<file path="src/rtl/irq_tb_pkg.sv">
// Constants, types and register map of the peripheral interrupt and time-base block
package irq_tb_pkg;
  localparam int ADDR_W = 3;
  localparam int DATA_W = 8;
  localparam int NSRC = 5;
  localparam int NVEC = 4;

  localparam logic [ADDR_W-1:0] OFS_CTRL = 3'h0;
  localparam logic [ADDR_W-1:0] OFS_SRC_EN = 3'h1;
  localparam logic [ADDR_W-1:0] OFS_SRC_FLAG = 3'h2;
  localparam logic [ADDR_W-1:0] OFS_VEC_FLAG = 3'h3;
  localparam logic [ADDR_W-1:0] OFS_TBC = 3'h4;

  // Control register bits
  localparam int CTRL_GLOBAL = 0;
  localparam int CTRL_GRP0_EN = 1;
  localparam int CTRL_GRP1_EN = 2;
  localparam int CTRL_TICK0_EN = 3;
  localparam int CTRL_TICK1_EN = 4;
  localparam logic [NSRC-1:0] CTRL_RESET = 5'h00;

  // Source positions in the enable and flag registers
  localparam int SRC_SERIAL = 0;
  localparam int SRC_TIMEOUT = 1;
  localparam int SRC_UART = 2;
  localparam int SRC_NVM = 3;
  localparam int SRC_LOWV = 4;
  localparam logic [NSRC-1:0] SRC_RESET = 5'h00;
  localparam logic [NSRC-1:0] UART_MASK = 5'h04;
  localparam logic [NSRC-1:0] GROUP0_MEMBERS = 5'h07;
  localparam logic [NSRC-1:0] GROUP1_MEMBERS = 5'h18;

  // Vector flag register bits
  localparam int VF_GRP0 = 0;
  localparam int VF_GRP1 = 1;
  localparam int VF_TICK0 = 2;
  localparam int VF_TICK1 = 3;
  localparam logic [NVEC-1:0] VF_RESET = 4'h0;

  // Time-base control fields
  localparam int TBC_RUN = 7;
  localparam int TBC_CLKSEL = 6;
  localparam int TBC_P1_HI = 5;
  localparam int TBC_P1_LO = 4;
  localparam int TBC_SLOW_CRYSTAL_LOW_POWER = 3;
  localparam int TBC_P0_HI = 2;
  localparam int TBC_P0_LO = 0;
  localparam logic [DATA_W-1:0] TBC_RESET = 8'h37;

  localparam int TICK_CNT_W = 15;
  localparam logic [3:0] TICK_EXP_MAX = 4'hF;
  localparam logic [3:0] TICK0_BASE_EXP = 4'h8;
  localparam logic [3:0] TICK1_BASE_EXP = 4'hC;
  localparam logic [TICK_CNT_W-1:0] TICK_FULL = 15'h7FFF;
  localparam logic [TICK_CNT_W-1:0] TICK_ZERO = 15'h0000;
  localparam int SYS_DIV_W = 2;
  localparam logic [SYS_DIV_W-1:0] SYS_DIV_LAST = 2'h3;
  localparam logic [SYS_DIV_W-1:0] SYS_DIV_ZERO = 2'h0;

  typedef enum logic [1:0] {
    VEC_GRP0 = 2'b00,
    VEC_GRP1 = 2'b01,
    VEC_TICK0 = 2'b11,
    VEC_TICK1 = 2'b10
  } vec_e;

  typedef struct packed {
    logic [ADDR_W-1:0] addr;
    logic [DATA_W-1:0] wdata;
    logic wr;
    logic rd;
  } reg_req_s;

  typedef struct packed {
    logic serial_byte_done;
    logic i2c_addr_match;
    logic bus_timeout_ovf;
    logic serial_port_irq_n;
    logic nvm_write_end;
    logic low_supply_detect;
  } src_evt_s;
endpackage

</file>
<file path="src/rtl/irq_time_base.sv">
// Peripheral interrupt request logic with two-channel time-base generator
//
// Behaviour
// - Serial flag sets on byte received, byte sent, or address match.
// - Serial vectoring needs global, serial and group enables.
// - Serial service clears global enable and group flag, keeps serial flag.
// - Serial, time-out, UART, EEPROM, low-voltage sources feed shared group requests.
// - Each time-base channel sets its own flag on divider overflow.
// - Time-base vectoring needs global enable and that channel's enable.
// - No interrupt is requested while the return stack is full.
// - Time-base service clears that channel flag and global enable.
// - Control bit 7 stops both time-base channels at 0, runs at 1.
// - Control bit 6 picks sub-clock at 0, system clock over four at 1.
// - Bits 5:4 set channel 1 period to 2^12..2^15 input cycles.
// - Bits 2:0 set channel 0 period to 2^8..2^15 input cycles.
// - Control bit 3 drives slow crystal low-power start-up mode.
// - Time-out flag sets on counter overflow; vectors with global, own, group enables.
// - Time-out service clears only group flag and global enable.
// - UART raises request as an active-low pulse for six conditions.
// - UART vectoring needs global, group, UART enables; service clears global, group.
// - UART status flags are never cleared by interrupt service.
// - EEPROM flag sets at write end; vectors with global, own, group enables.
// - Low-voltage flag sets on low supply; vectors with global, own, group enables.
// - A group flag sets whenever any enabled member source raises its request.
// - Any flag rising wakes the device regardless of enables.
//
// Chosen here: the register offsets and the address-and-strobe port.
`timescale 1ns/1ps
module irq_time_base (
  input wire logic clk,
  input wire logic arst_n,
  input wire irq_tb_pkg::reg_req_s reg_req,
  output logic [irq_tb_pkg::DATA_W-1:0] reg_rdata,
  input wire irq_tb_pkg::src_evt_s src_evt,
  input wire logic sub_clk_pin,
  input wire logic stack_full,
  input wire logic irq_ack,
  input wire logic irq_return,
  output logic irq_req,
  output irq_tb_pkg::vec_e irq_vector,
  output logic wake,
  output logic slow_crystal_low_power
);

  logic [irq_tb_pkg::NSRC-1:0] ctrl_r;
  logic [irq_tb_pkg::NSRC-1:0] ctrl_nxt;
  logic [irq_tb_pkg::NSRC-1:0] src_en_r;
  logic [irq_tb_pkg::NSRC-1:0] src_en_nxt;
  logic [irq_tb_pkg::NSRC-1:0] src_flag_r;
  logic [irq_tb_pkg::NSRC-1:0] src_flag_nxt;
  logic [irq_tb_pkg::NVEC-1:0] vec_flag_r;
  logic [irq_tb_pkg::NVEC-1:0] vec_flag_nxt;
  logic [irq_tb_pkg::DATA_W-1:0] tbc_r;
  logic [irq_tb_pkg::DATA_W-1:0] tbc_nxt;
  logic [irq_tb_pkg::DATA_W-1:0] rdata_r;
  logic [irq_tb_pkg::DATA_W-1:0] rdata_nxt;
  logic wake_r;
  logic wake_nxt;

  logic [irq_tb_pkg::TICK_CNT_W-1:0] tick_cnt_r;
  logic [irq_tb_pkg::TICK_CNT_W-1:0] tick_cnt_nxt;
  logic [irq_tb_pkg::SYS_DIV_W-1:0] sys_div_r;
  logic [irq_tb_pkg::SYS_DIV_W-1:0] sys_div_nxt;
  logic [2:0] sub_sync_r;
  logic [2:0] sub_sync_nxt;

  logic [irq_tb_pkg::NSRC-1:0] src_set;
  logic [1:0] grp_set;
  logic [1:0] tick_ovf;
  logic [3:0] tick_exp [2];
  logic [irq_tb_pkg::NVEC-1:0] pend;
  logic [irq_tb_pkg::NVEC-1:0] ack_clr;
  logic global_en;
  logic tick_run;
  logic tick_in;
  logic sys_tick;
  logic sub_edge;

  // Source events
  always_comb begin
    src_set = '0;
    src_set[irq_tb_pkg::SRC_SERIAL] = src_evt.serial_byte_done | src_evt.i2c_addr_match;
    src_set[irq_tb_pkg::SRC_TIMEOUT] = src_evt.bus_timeout_ovf;
    src_set[irq_tb_pkg::SRC_UART] = ~src_evt.serial_port_irq_n;
    src_set[irq_tb_pkg::SRC_NVM] = src_evt.nvm_write_end;
    src_set[irq_tb_pkg::SRC_LOWV] = src_evt.low_supply_detect;
  end

  // Enabled member requests funnel into the two shared group flags
  assign grp_set[0] = |(src_set & src_en_r & irq_tb_pkg::GROUP0_MEMBERS);
  assign grp_set[1] = |(src_set & src_en_r & irq_tb_pkg::GROUP1_MEMBERS);

  assign global_en = ctrl_r[irq_tb_pkg::CTRL_GLOBAL];

  // Pending requests: flag and own enable; global enable gates irq_req
  always_comb begin
    pend[irq_tb_pkg::VF_GRP0] = vec_flag_r[irq_tb_pkg::VF_GRP0]
      & ctrl_r[irq_tb_pkg::CTRL_GRP0_EN];
    pend[irq_tb_pkg::VF_GRP1] = vec_flag_r[irq_tb_pkg::VF_GRP1]
      & ctrl_r[irq_tb_pkg::CTRL_GRP1_EN];
    pend[irq_tb_pkg::VF_TICK0] = vec_flag_r[irq_tb_pkg::VF_TICK0]
      & ctrl_r[irq_tb_pkg::CTRL_TICK0_EN];
    pend[irq_tb_pkg::VF_TICK1] = vec_flag_r[irq_tb_pkg::VF_TICK1]
      & ctrl_r[irq_tb_pkg::CTRL_TICK1_EN];
  end

  assign irq_req = global_en & ~stack_full & (|pend);

  // Fixed priority among pending vectors
  always_comb begin
    if (pend[irq_tb_pkg::VF_GRP0]) begin
      irq_vector = irq_tb_pkg::VEC_GRP0;
    end else if (pend[irq_tb_pkg::VF_GRP1]) begin
      irq_vector = irq_tb_pkg::VEC_GRP1;
    end else if (pend[irq_tb_pkg::VF_TICK0]) begin
      irq_vector = irq_tb_pkg::VEC_TICK0;
    end else begin
      irq_vector = irq_tb_pkg::VEC_TICK1;
    end
  end

  // Flag cleared by the core taking a vector; source flags are left alone
  always_comb begin
    ack_clr = '0;
    if (irq_ack) begin
      case (irq_vector)
        irq_tb_pkg::VEC_GRP0: ack_clr[irq_tb_pkg::VF_GRP0] = 1'b1;
        irq_tb_pkg::VEC_GRP1: ack_clr[irq_tb_pkg::VF_GRP1] = 1'b1;
        irq_tb_pkg::VEC_TICK0: ack_clr[irq_tb_pkg::VF_TICK0] = 1'b1;
        irq_tb_pkg::VEC_TICK1: ack_clr[irq_tb_pkg::VF_TICK1] = 1'b1;
        default: ack_clr = '0;
      endcase
    end
  end

  // Register file next state
  always_comb begin
    ctrl_nxt = ctrl_r;
    src_en_nxt = src_en_r;
    tbc_nxt = tbc_r;
    src_flag_nxt = src_flag_r;
    vec_flag_nxt = vec_flag_r;
    rdata_nxt = '0;
    if (reg_req.wr) begin
      case (reg_req.addr)
        irq_tb_pkg::OFS_CTRL: ctrl_nxt = reg_req.wdata[irq_tb_pkg::NSRC-1:0];
        irq_tb_pkg::OFS_SRC_EN: src_en_nxt = reg_req.wdata[irq_tb_pkg::NSRC-1:0];
        irq_tb_pkg::OFS_SRC_FLAG: src_flag_nxt = src_flag_r
          & ~reg_req.wdata[irq_tb_pkg::NSRC-1:0];
        irq_tb_pkg::OFS_VEC_FLAG: vec_flag_nxt = vec_flag_r
          & ~reg_req.wdata[irq_tb_pkg::NVEC-1:0];
        irq_tb_pkg::OFS_TBC: tbc_nxt = reg_req.wdata;
        default: ctrl_nxt = ctrl_r;
      endcase
    end
    if (irq_ack) begin
      ctrl_nxt[irq_tb_pkg::CTRL_GLOBAL] = 1'b0;
    end
    if (irq_return) begin
      ctrl_nxt[irq_tb_pkg::CTRL_GLOBAL] = 1'b1;
    end
    // Hardware sets win over any clear in the same cycle
    src_flag_nxt = (src_flag_nxt | src_set) & ~irq_tb_pkg::UART_MASK;
    vec_flag_nxt = (vec_flag_nxt & ~ack_clr) | {tick_ovf, grp_set};
    if (reg_req.rd) begin
      case (reg_req.addr)
        irq_tb_pkg::OFS_CTRL: rdata_nxt = {3'h0, ctrl_r};
        irq_tb_pkg::OFS_SRC_EN: rdata_nxt = {3'h0, src_en_r};
        irq_tb_pkg::OFS_SRC_FLAG: rdata_nxt = {3'h0, src_flag_r};
        irq_tb_pkg::OFS_VEC_FLAG: rdata_nxt = {4'h0, vec_flag_r};
        irq_tb_pkg::OFS_TBC: rdata_nxt = tbc_r;
        default: rdata_nxt = '0;
      endcase
    end
    wake_nxt = (|(src_flag_nxt & ~src_flag_r)) | (|(vec_flag_nxt & ~vec_flag_r))
      | src_set[irq_tb_pkg::SRC_UART];
  end

  always_ff @(posedge clk or negedge arst_n) begin
    if (!arst_n) begin
      ctrl_r <= irq_tb_pkg::CTRL_RESET;
      src_en_r <= irq_tb_pkg::SRC_RESET;
      src_flag_r <= irq_tb_pkg::SRC_RESET;
      vec_flag_r <= irq_tb_pkg::VF_RESET;
      tbc_r <= irq_tb_pkg::TBC_RESET;
      rdata_r <= '0;
      wake_r <= 1'b0;
    end else begin
      ctrl_r <= ctrl_nxt;
      src_en_r <= src_en_nxt;
      src_flag_r <= src_flag_nxt;
      vec_flag_r <= vec_flag_nxt;
      tbc_r <= tbc_nxt;
      rdata_r <= rdata_nxt;
      wake_r <= wake_nxt;
    end
  end

  assign reg_rdata = rdata_r;
  assign wake = wake_r;
  assign slow_crystal_low_power = tbc_r[irq_tb_pkg::TBC_SLOW_CRYSTAL_LOW_POWER];

  // Time-base input clock and divider chain
  assign tick_run = tbc_r[irq_tb_pkg::TBC_RUN];
  assign sub_edge = sub_sync_r[1] & ~sub_sync_r[2];
  assign sys_tick = (sys_div_r == irq_tb_pkg::SYS_DIV_LAST);
  assign tick_in = tick_run & (tbc_r[irq_tb_pkg::TBC_CLKSEL] ? sys_tick : sub_edge);

  always_comb begin
    sub_sync_nxt = {sub_sync_r[1:0], sub_clk_pin};
    if (!tick_run) begin
      sys_div_nxt = irq_tb_pkg::SYS_DIV_ZERO;
      tick_cnt_nxt = irq_tb_pkg::TICK_ZERO;
    end else begin
      sys_div_nxt = 2'(sys_div_r + 2'h1);
      tick_cnt_nxt = tick_in ? 15'(tick_cnt_r + 15'h0001) : tick_cnt_r;
    end
  end

  always_ff @(posedge clk or negedge arst_n) begin
    if (!arst_n) begin
      sub_sync_r <= '0;
      sys_div_r <= irq_tb_pkg::SYS_DIV_ZERO;
      tick_cnt_r <= irq_tb_pkg::TICK_ZERO;
    end else begin
      sub_sync_r <= sub_sync_nxt;
      sys_div_r <= sys_div_nxt;
      tick_cnt_r <= tick_cnt_nxt;
    end
  end

  assign tick_exp[0] = irq_tb_pkg::TICK0_BASE_EXP
    + {1'b0, tbc_r[irq_tb_pkg::TBC_P0_HI:irq_tb_pkg::TBC_P0_LO]};
  assign tick_exp[1] = irq_tb_pkg::TICK1_BASE_EXP
    + {2'h0, tbc_r[irq_tb_pkg::TBC_P1_HI:irq_tb_pkg::TBC_P1_LO]};

  // A channel overflows when the low bits of the chain roll over
  for (genvar ch = 0; ch < 2; ch++) begin : g_tick
    logic [irq_tb_pkg::TICK_CNT_W-1:0] mask;
    assign mask = irq_tb_pkg::TICK_FULL >> (irq_tb_pkg::TICK_EXP_MAX - tick_exp[ch]);
    assign tick_ovf[ch] = tick_in & ((tick_cnt_r & mask) == mask);
  end

  property p_serial_set;
    @(posedge clk) disable iff (!arst_n)
    (src_evt.serial_byte_done || src_evt.i2c_addr_match)
      |=> src_flag_r[irq_tb_pkg::SRC_SERIAL];
  endproperty
  a_serial_set: assert property (p_serial_set) else $error("serial flag not set");

  property p_req_needs_enables;
    @(posedge clk) disable iff (!arst_n)
    (irq_req && irq_vector == irq_tb_pkg::VEC_GRP0)
      |-> global_en && ctrl_r[irq_tb_pkg::CTRL_GRP0_EN];
  endproperty
  a_req_needs_enables: assert property (p_req_needs_enables)
    else $error("group request without enables");

  property p_group_ack_keeps_source;
    @(posedge clk) disable iff (!arst_n)
    (irq_ack && irq_vector == irq_tb_pkg::VEC_GRP0 && !irq_return && !grp_set[0]
      && src_flag_r[irq_tb_pkg::SRC_SERIAL] && !reg_req.wr)
      |=> !global_en && !vec_flag_r[irq_tb_pkg::VF_GRP0]
        && src_flag_r[irq_tb_pkg::SRC_SERIAL];
  endproperty
  a_group_ack_keeps_source: assert property (p_group_ack_keeps_source)
    else $error("group service cleared wrong flags");

  property p_tick_set;
    @(posedge clk) disable iff (!arst_n)
    tick_ovf[0] |=> vec_flag_r[irq_tb_pkg::VF_TICK0];
  endproperty
  a_tick_set: assert property (p_tick_set) else $error("tick0 flag not set");

  property p_stack_full;
    @(posedge clk) disable iff (!arst_n)
    stack_full |-> !irq_req;
  endproperty
  a_stack_full: assert property (p_stack_full) else $error("request while stack full");

  property p_tick_ack_clear;
    @(posedge clk) disable iff (!arst_n)
    (irq_ack && irq_vector == irq_tb_pkg::VEC_TICK0 && !tick_ovf[0] && !irq_return)
      |=> !vec_flag_r[irq_tb_pkg::VF_TICK0] && !global_en;
  endproperty
  a_tick_ack_clear: assert property (p_tick_ack_clear)
    else $error("tick0 service did not clear");

  property p_stopped;
    @(posedge clk) disable iff (!arst_n)
    !tick_run |=> (tick_cnt_r == irq_tb_pkg::TICK_ZERO) && !tick_ovf[0] && !tick_ovf[1];
  endproperty
  a_stopped: assert property (p_stopped) else $error("time base runs while off");

  property p_sys_div;
    @(posedge clk) disable iff (!arst_n)
    (tick_in && tbc_r[irq_tb_pkg::TBC_CLKSEL] && tick_run && $stable(tbc_r))
      |=> (!(tick_in && tbc_r[irq_tb_pkg::TBC_CLKSEL]))[*3];
  endproperty
  a_sys_div: assert property (p_sys_div) else $error("system tick faster than four");

  property p_group_set;
    @(posedge clk) disable iff (!arst_n)
    grp_set[1] |=> vec_flag_r[irq_tb_pkg::VF_GRP1];
  endproperty
  a_group_set: assert property (p_group_set) else $error("group flag not set");

  property p_wake;
    @(posedge clk) disable iff (!arst_n)
    $rose(vec_flag_r[irq_tb_pkg::VF_TICK1]) |-> wake;
  endproperty
  a_wake: assert property (p_wake) else $error("no wake on rising flag");

  property p_priority;
    @(posedge clk) disable iff (!arst_n)
    (irq_req && pend[irq_tb_pkg::VF_GRP1] && !pend[irq_tb_pkg::VF_GRP0])
      |-> irq_vector == irq_tb_pkg::VEC_GRP1;
  endproperty
  a_priority: assert property (p_priority) else $error("priority order broken");

  property p_timeout_set;
    @(posedge clk) disable iff (!arst_n)
    src_evt.bus_timeout_ovf |=> src_flag_r[irq_tb_pkg::SRC_TIMEOUT];
  endproperty
  a_timeout_set: assert property (p_timeout_set) else $error("time-out flag not set");

  property p_uart_group;
    @(posedge clk) disable iff (!arst_n)
    (!src_evt.serial_port_irq_n && src_en_r[irq_tb_pkg::SRC_UART])
      |=> vec_flag_r[irq_tb_pkg::VF_GRP0];
  endproperty
  a_uart_group: assert property (p_uart_group)
    else $error("serial port request lost");

  property p_nvm_group;
    @(posedge clk) disable iff (!arst_n)
    (src_evt.nvm_write_end && src_en_r[irq_tb_pkg::SRC_NVM])
      |=> src_flag_r[irq_tb_pkg::SRC_NVM] && vec_flag_r[irq_tb_pkg::VF_GRP1];
  endproperty
  a_nvm_group: assert property (p_nvm_group)
    else $error("write-done request lost");

  property p_low_supply_set;
    @(posedge clk) disable iff (!arst_n)
    src_evt.low_supply_detect |=> src_flag_r[irq_tb_pkg::SRC_LOWV];
  endproperty
  a_low_supply_set: assert property (p_low_supply_set)
    else $error("low supply flag not set");

  property p_tick1_gate;
    @(posedge clk) disable iff (!arst_n)
    (irq_req && irq_vector == irq_tb_pkg::VEC_TICK1)
      |-> global_en && ctrl_r[irq_tb_pkg::CTRL_TICK1_EN];
  endproperty
  a_tick1_gate: assert property (p_tick1_gate)
    else $error("tick1 request without enables");

  property p_tick1_set;
    @(posedge clk) disable iff (!arst_n)
    tick_ovf[1] |=> vec_flag_r[irq_tb_pkg::VF_TICK1];
  endproperty
  a_tick1_set: assert property (p_tick1_set) else $error("tick1 flag not set");

  property p_crystal_bit;
    @(posedge clk) disable iff (!arst_n)
    (reg_req.wr && reg_req.addr == irq_tb_pkg::OFS_TBC)
      |=> slow_crystal_low_power == $past(reg_req.wdata[irq_tb_pkg::TBC_SLOW_CRYSTAL_LOW_POWER]);
  endproperty
  a_crystal_bit: assert property (p_crystal_bit)
    else $error("crystal mode bit not applied");

  property p_uart_wake;
    @(posedge clk) disable iff (!arst_n)
    !src_evt.serial_port_irq_n |=> wake;
  endproperty
  a_uart_wake: assert property (p_uart_wake)
    else $error("no wake on serial port request");

endmodule

</file>
<file path="config.mk">
export PLATFORM = sky130hd
export DESIGN_NAME = irq_time_base
export DESIGN_NICKNAME = d
export VERILOG_FILES = /design/src/rtl/irq_tb_pkg.sv /design/src/rtl/irq_time_base.sv
export SDC_FILE = /design/constraint.sdc
export NUM_CORES = 1
export LEC_CHECK = 0
export ABC_AREA = 0
export ABC_CLOCK_PERIOD_IN_PS = 2900
export BUFFER_PORTS_ARGS = -buffer_cell sky130_fd_sc_hd__buf_4
export CAP_MARGIN = 20
export CORE_UTILIZATION = 45
export DETAILED_ROUTE_END_ITERATION = 16
export GPL_TIMING_DRIVEN = 0
export PLACE_DENSITY = 0.65
export SYNTH_ARGS = -nofsm -noshare
export SYNTH_HDL_FRONTEND = slang
export SYNTH_SLANG_ARGS = --single-unit
</file>
<file path="constraint.sdc">
create_clock -name clk -period 2.9 [get_ports clk]
set_input_delay 0.145 -clock clk [delete_from_list [all_inputs] [get_ports clk]]
set_output_delay 0.145 -clock clk [all_outputs]
set_load 0.01 [all_outputs]
</file>
==> impl_metrics.toml <==
[logic_synthesis]
netlist_area_sq_um = 2570
yosysSeqAreaShare_pct = 53.7
synthTopCellsByArea = "dfrtp_1, mux2_2, dfstp_2"
synth_cell_types = 46
avgSynthCellArea_sq_um = 10.6
synth_warnings = 0
synth-main-ff-cell = "dfrtp_1"
synth_top_area_share_pct = 48.6
synth_area_leader_cell = "dfrtp_1"
synth_edf_count = 0
ys_ff_latch = 55
syn_inst = 243
async_reset_ff_share_pct = 100
synth_nets = 270

[worst_setup_path]
cp-start-kind = "flop"
critical_path.endpoint = "tick_cnt_r[9]"
r2r_setup_slack_ps = 930
critical_path_required_ps = 3120
rr_endpoint = "tick_cnt_r[9]"
r2r_cells = 5
cpPeakStageDelay_ps = 530
crit_type = "reg2reg"
cp_slowest_cell = "a211oi_1"
cp_top_family = "simple AND/OR/NAND/NOR gates"
cp-startpoint = "tbc_r[6]"
r2r_start = "tbc_r[6]"
path_depth = 5
cp.arrival_ps = 2190
crit_buf_inv = 0
worstSetupEndpointType = "flop"
cp_cell_sequence = "or3b_4 > a211oi_1 > nand4_1 > xnor2_1 > and2_1"
cp_max_fo = 4

[routing]
antenna_left = 0
routed_wl_um = 5440
num_vias = 1930
drt_iter0_drc = 148
viasPerCell = 5.33
drc = 0
avgRoutedWirePerCell_um = 15.0
drtPass1Iterations = 4

[timing]
hold_viol_final = 0
skew_ps = 7.33
fin_crit_ps = 1970
fin_tns_setup_ps = 0
fin_ws_ps = 932
min_period_over_period_pct = 67.9
worstMarginPinSlew_ps = 871
max-slew-margin-rel_pct = 41.8
setup_viol = 0
slew_violations = 0
fmaxAchievable_mhz = 508
hold_ws_ps = 23.5
grt_setup_unrepaired = "no"

[clock_network]
cts_sinks = 55
ctsHoldBuffers = 2
cts_made_buffers = 5
postCtsResizedCells = 0
clock_latency_ps = 320
post-cts-setup-buffers = 0
root_buffer = "clkbuf_8"
cts_tree = "yes"
htree_levels = 2
clockBufferDepth = 2
clk_pin_slew_worst_paths_ps = 110

[global_route]
grt_pass1_wl_um = 9260
grt-ovfl-total = 0
grt_start_max_net_pins = 56
track_usage_pct = 19.8
antenna_found_initial = 0
grt_pass1_vias = 1933

[floorplan]
coreArea_sq_um = 5510
die_area_sq_um = 6020
num_rows = 27
fp.dieW_um = 77.6
start_util_pct = 46.7
die_h_um = 77.6
ios = 38

[layout]
final_layout_size_suffix_gt1_share_pct = 24.8
nFillCells = 511
layout.nets = 316
n_antenna_cell = 0
area_growth_pct = 18.8
layoutNonFillerInstCount = 362

[place]
dp.cells = 352
hpwl_um = 4090
routabilityCongestion = 0.847
portBuffers = 37
place_ws_ps = 921

[status]
status = "complete, no violations"

[power_and_ir_drop]
p_leak_nw = 1.33
powerDensity_nw_per_um2 = 561
irDropWorstVdd_mv = 0.281

[job]
max_cap_violations = 0

[hold_path]
hp-class = "in2reg"
## through the flow
| step | util [%] | area [sq um] | power, W |
|---|---|---|---|
| 5_1_grt | 55.5 | 3060 | 0.00180 |
| 2_1_floorplan | - | 2570 | 0.00111 |
| 3_5_place_dp | 53.4 | 2940 | 0.00127 |
| 6_report | 55.5 | 3060 | 0.00171 |
| 3_3_place_gp | 53.4 | 2940 | 0.00127 |
| 4_1_cts | 55.5 | 3060 | 0.00173 |
## cell type report
| type | count | area (sq um) | area share, % |
|---|---|---|---|
| sequential | 55 | 1380 | 45.2 |
| multi-input combinational | 174 | 1130 | 37.1 |
| timing repair buffer | 39 | 298 | 9.74 |
| buffer | 5 | 21.3 | 0.696 |
| inverter | 9 | 33.8 | 1.11 |
| clock buffer | 5 | 68.8 | 2.25 |
| clock inverter | 3 | 27.5 | 0.901 |
| tap | 72 | 90.1 | 2.95 |
## worst min-delay path by stage
stage,startpoint,end,slack (ps),cells after the start
after global routing,src_evt[4],src_flag_r[0],20,2
after CTS,src_evt[0],src_flag_r[4],20,2
after global placement,arst_n,tick_cnt_r[12],240,1
after detailed placement,arst_n,tick_cnt_r[12],230,1
after floorplan,arst_n,ctrl_r[0],-150,0
final,src_evt[0],src_flag_r[4],20,2
## cell usage after synthesis (all sizes together) (2+ instances only)
cell type / number
a211oi: 3
a21o: 3
a21oi: 4
a221oi: 2
a22oi: 9
a32oi: 2
and2: 9
and3: 2
buf: 2
clkbuf: 3
dfrtp: 50
dfstp: 5
ha: 2
inv: 8
mux2: 16
mux2i: 3
nand2: 31
nand2b: 3
nand3: 8
nand4: 5
nor2: 24
nor2b: 3
nor3: 2
nor3b: 2
o21ai: 11
o22ai: 3
xnor2: 5
xor2: 9
## power by group
group          switching [W]  total [W]  internal [W]
Clock               0.000274   0.000454      0.000180
Sequential         0.0000823   0.000942      0.000860
Combinational       0.000163   0.000318      0.000155
Total               0.000520    0.00171       0.00119
## cell usage in the layout, fill, tap and decap left out, drive strengths merged, types with 9 or more instances in the layout
master  instances
a22oi           9
o21ai          11
xor2            9
mux2           16
and2            9
nor2           24
nand2          31
buf            39
dfrtp          50
inv            10
## routing by layer
| metal | track usage (%) | part of all wire, % |
|---|---|---|
| met3 | 4.35 | 5.2 |
| met4 | 3.96 | 0.64 |
| met2 | 30.4 | 45 |
| met5 | 0 | 0 |
| met1 | 28.7 | 49 |
## kinds of logic after synthesis
logic type	synth area share (%)
AND/OR/NAND/NOR	17.5
flip-flops	53.7
AO/OA/AOI/OAI	12.7
multiplexers	8.17
XOR/XNOR	4.77
buffers and inverters	2.14
adder cells (fa/ha/maj)	0.973
## registers in the layout, summed over array words and instances (netlist names)
register    cells
ctrl_r          5
reg_rdata       8
src_en_r        5
src_flag_r      4
sub_sync_r      3
sys_div_r       2
tbc_r           8
tick_cnt_r     15
vec_flag_r      4
wake            1
Power figures use the tool's default switching activity.
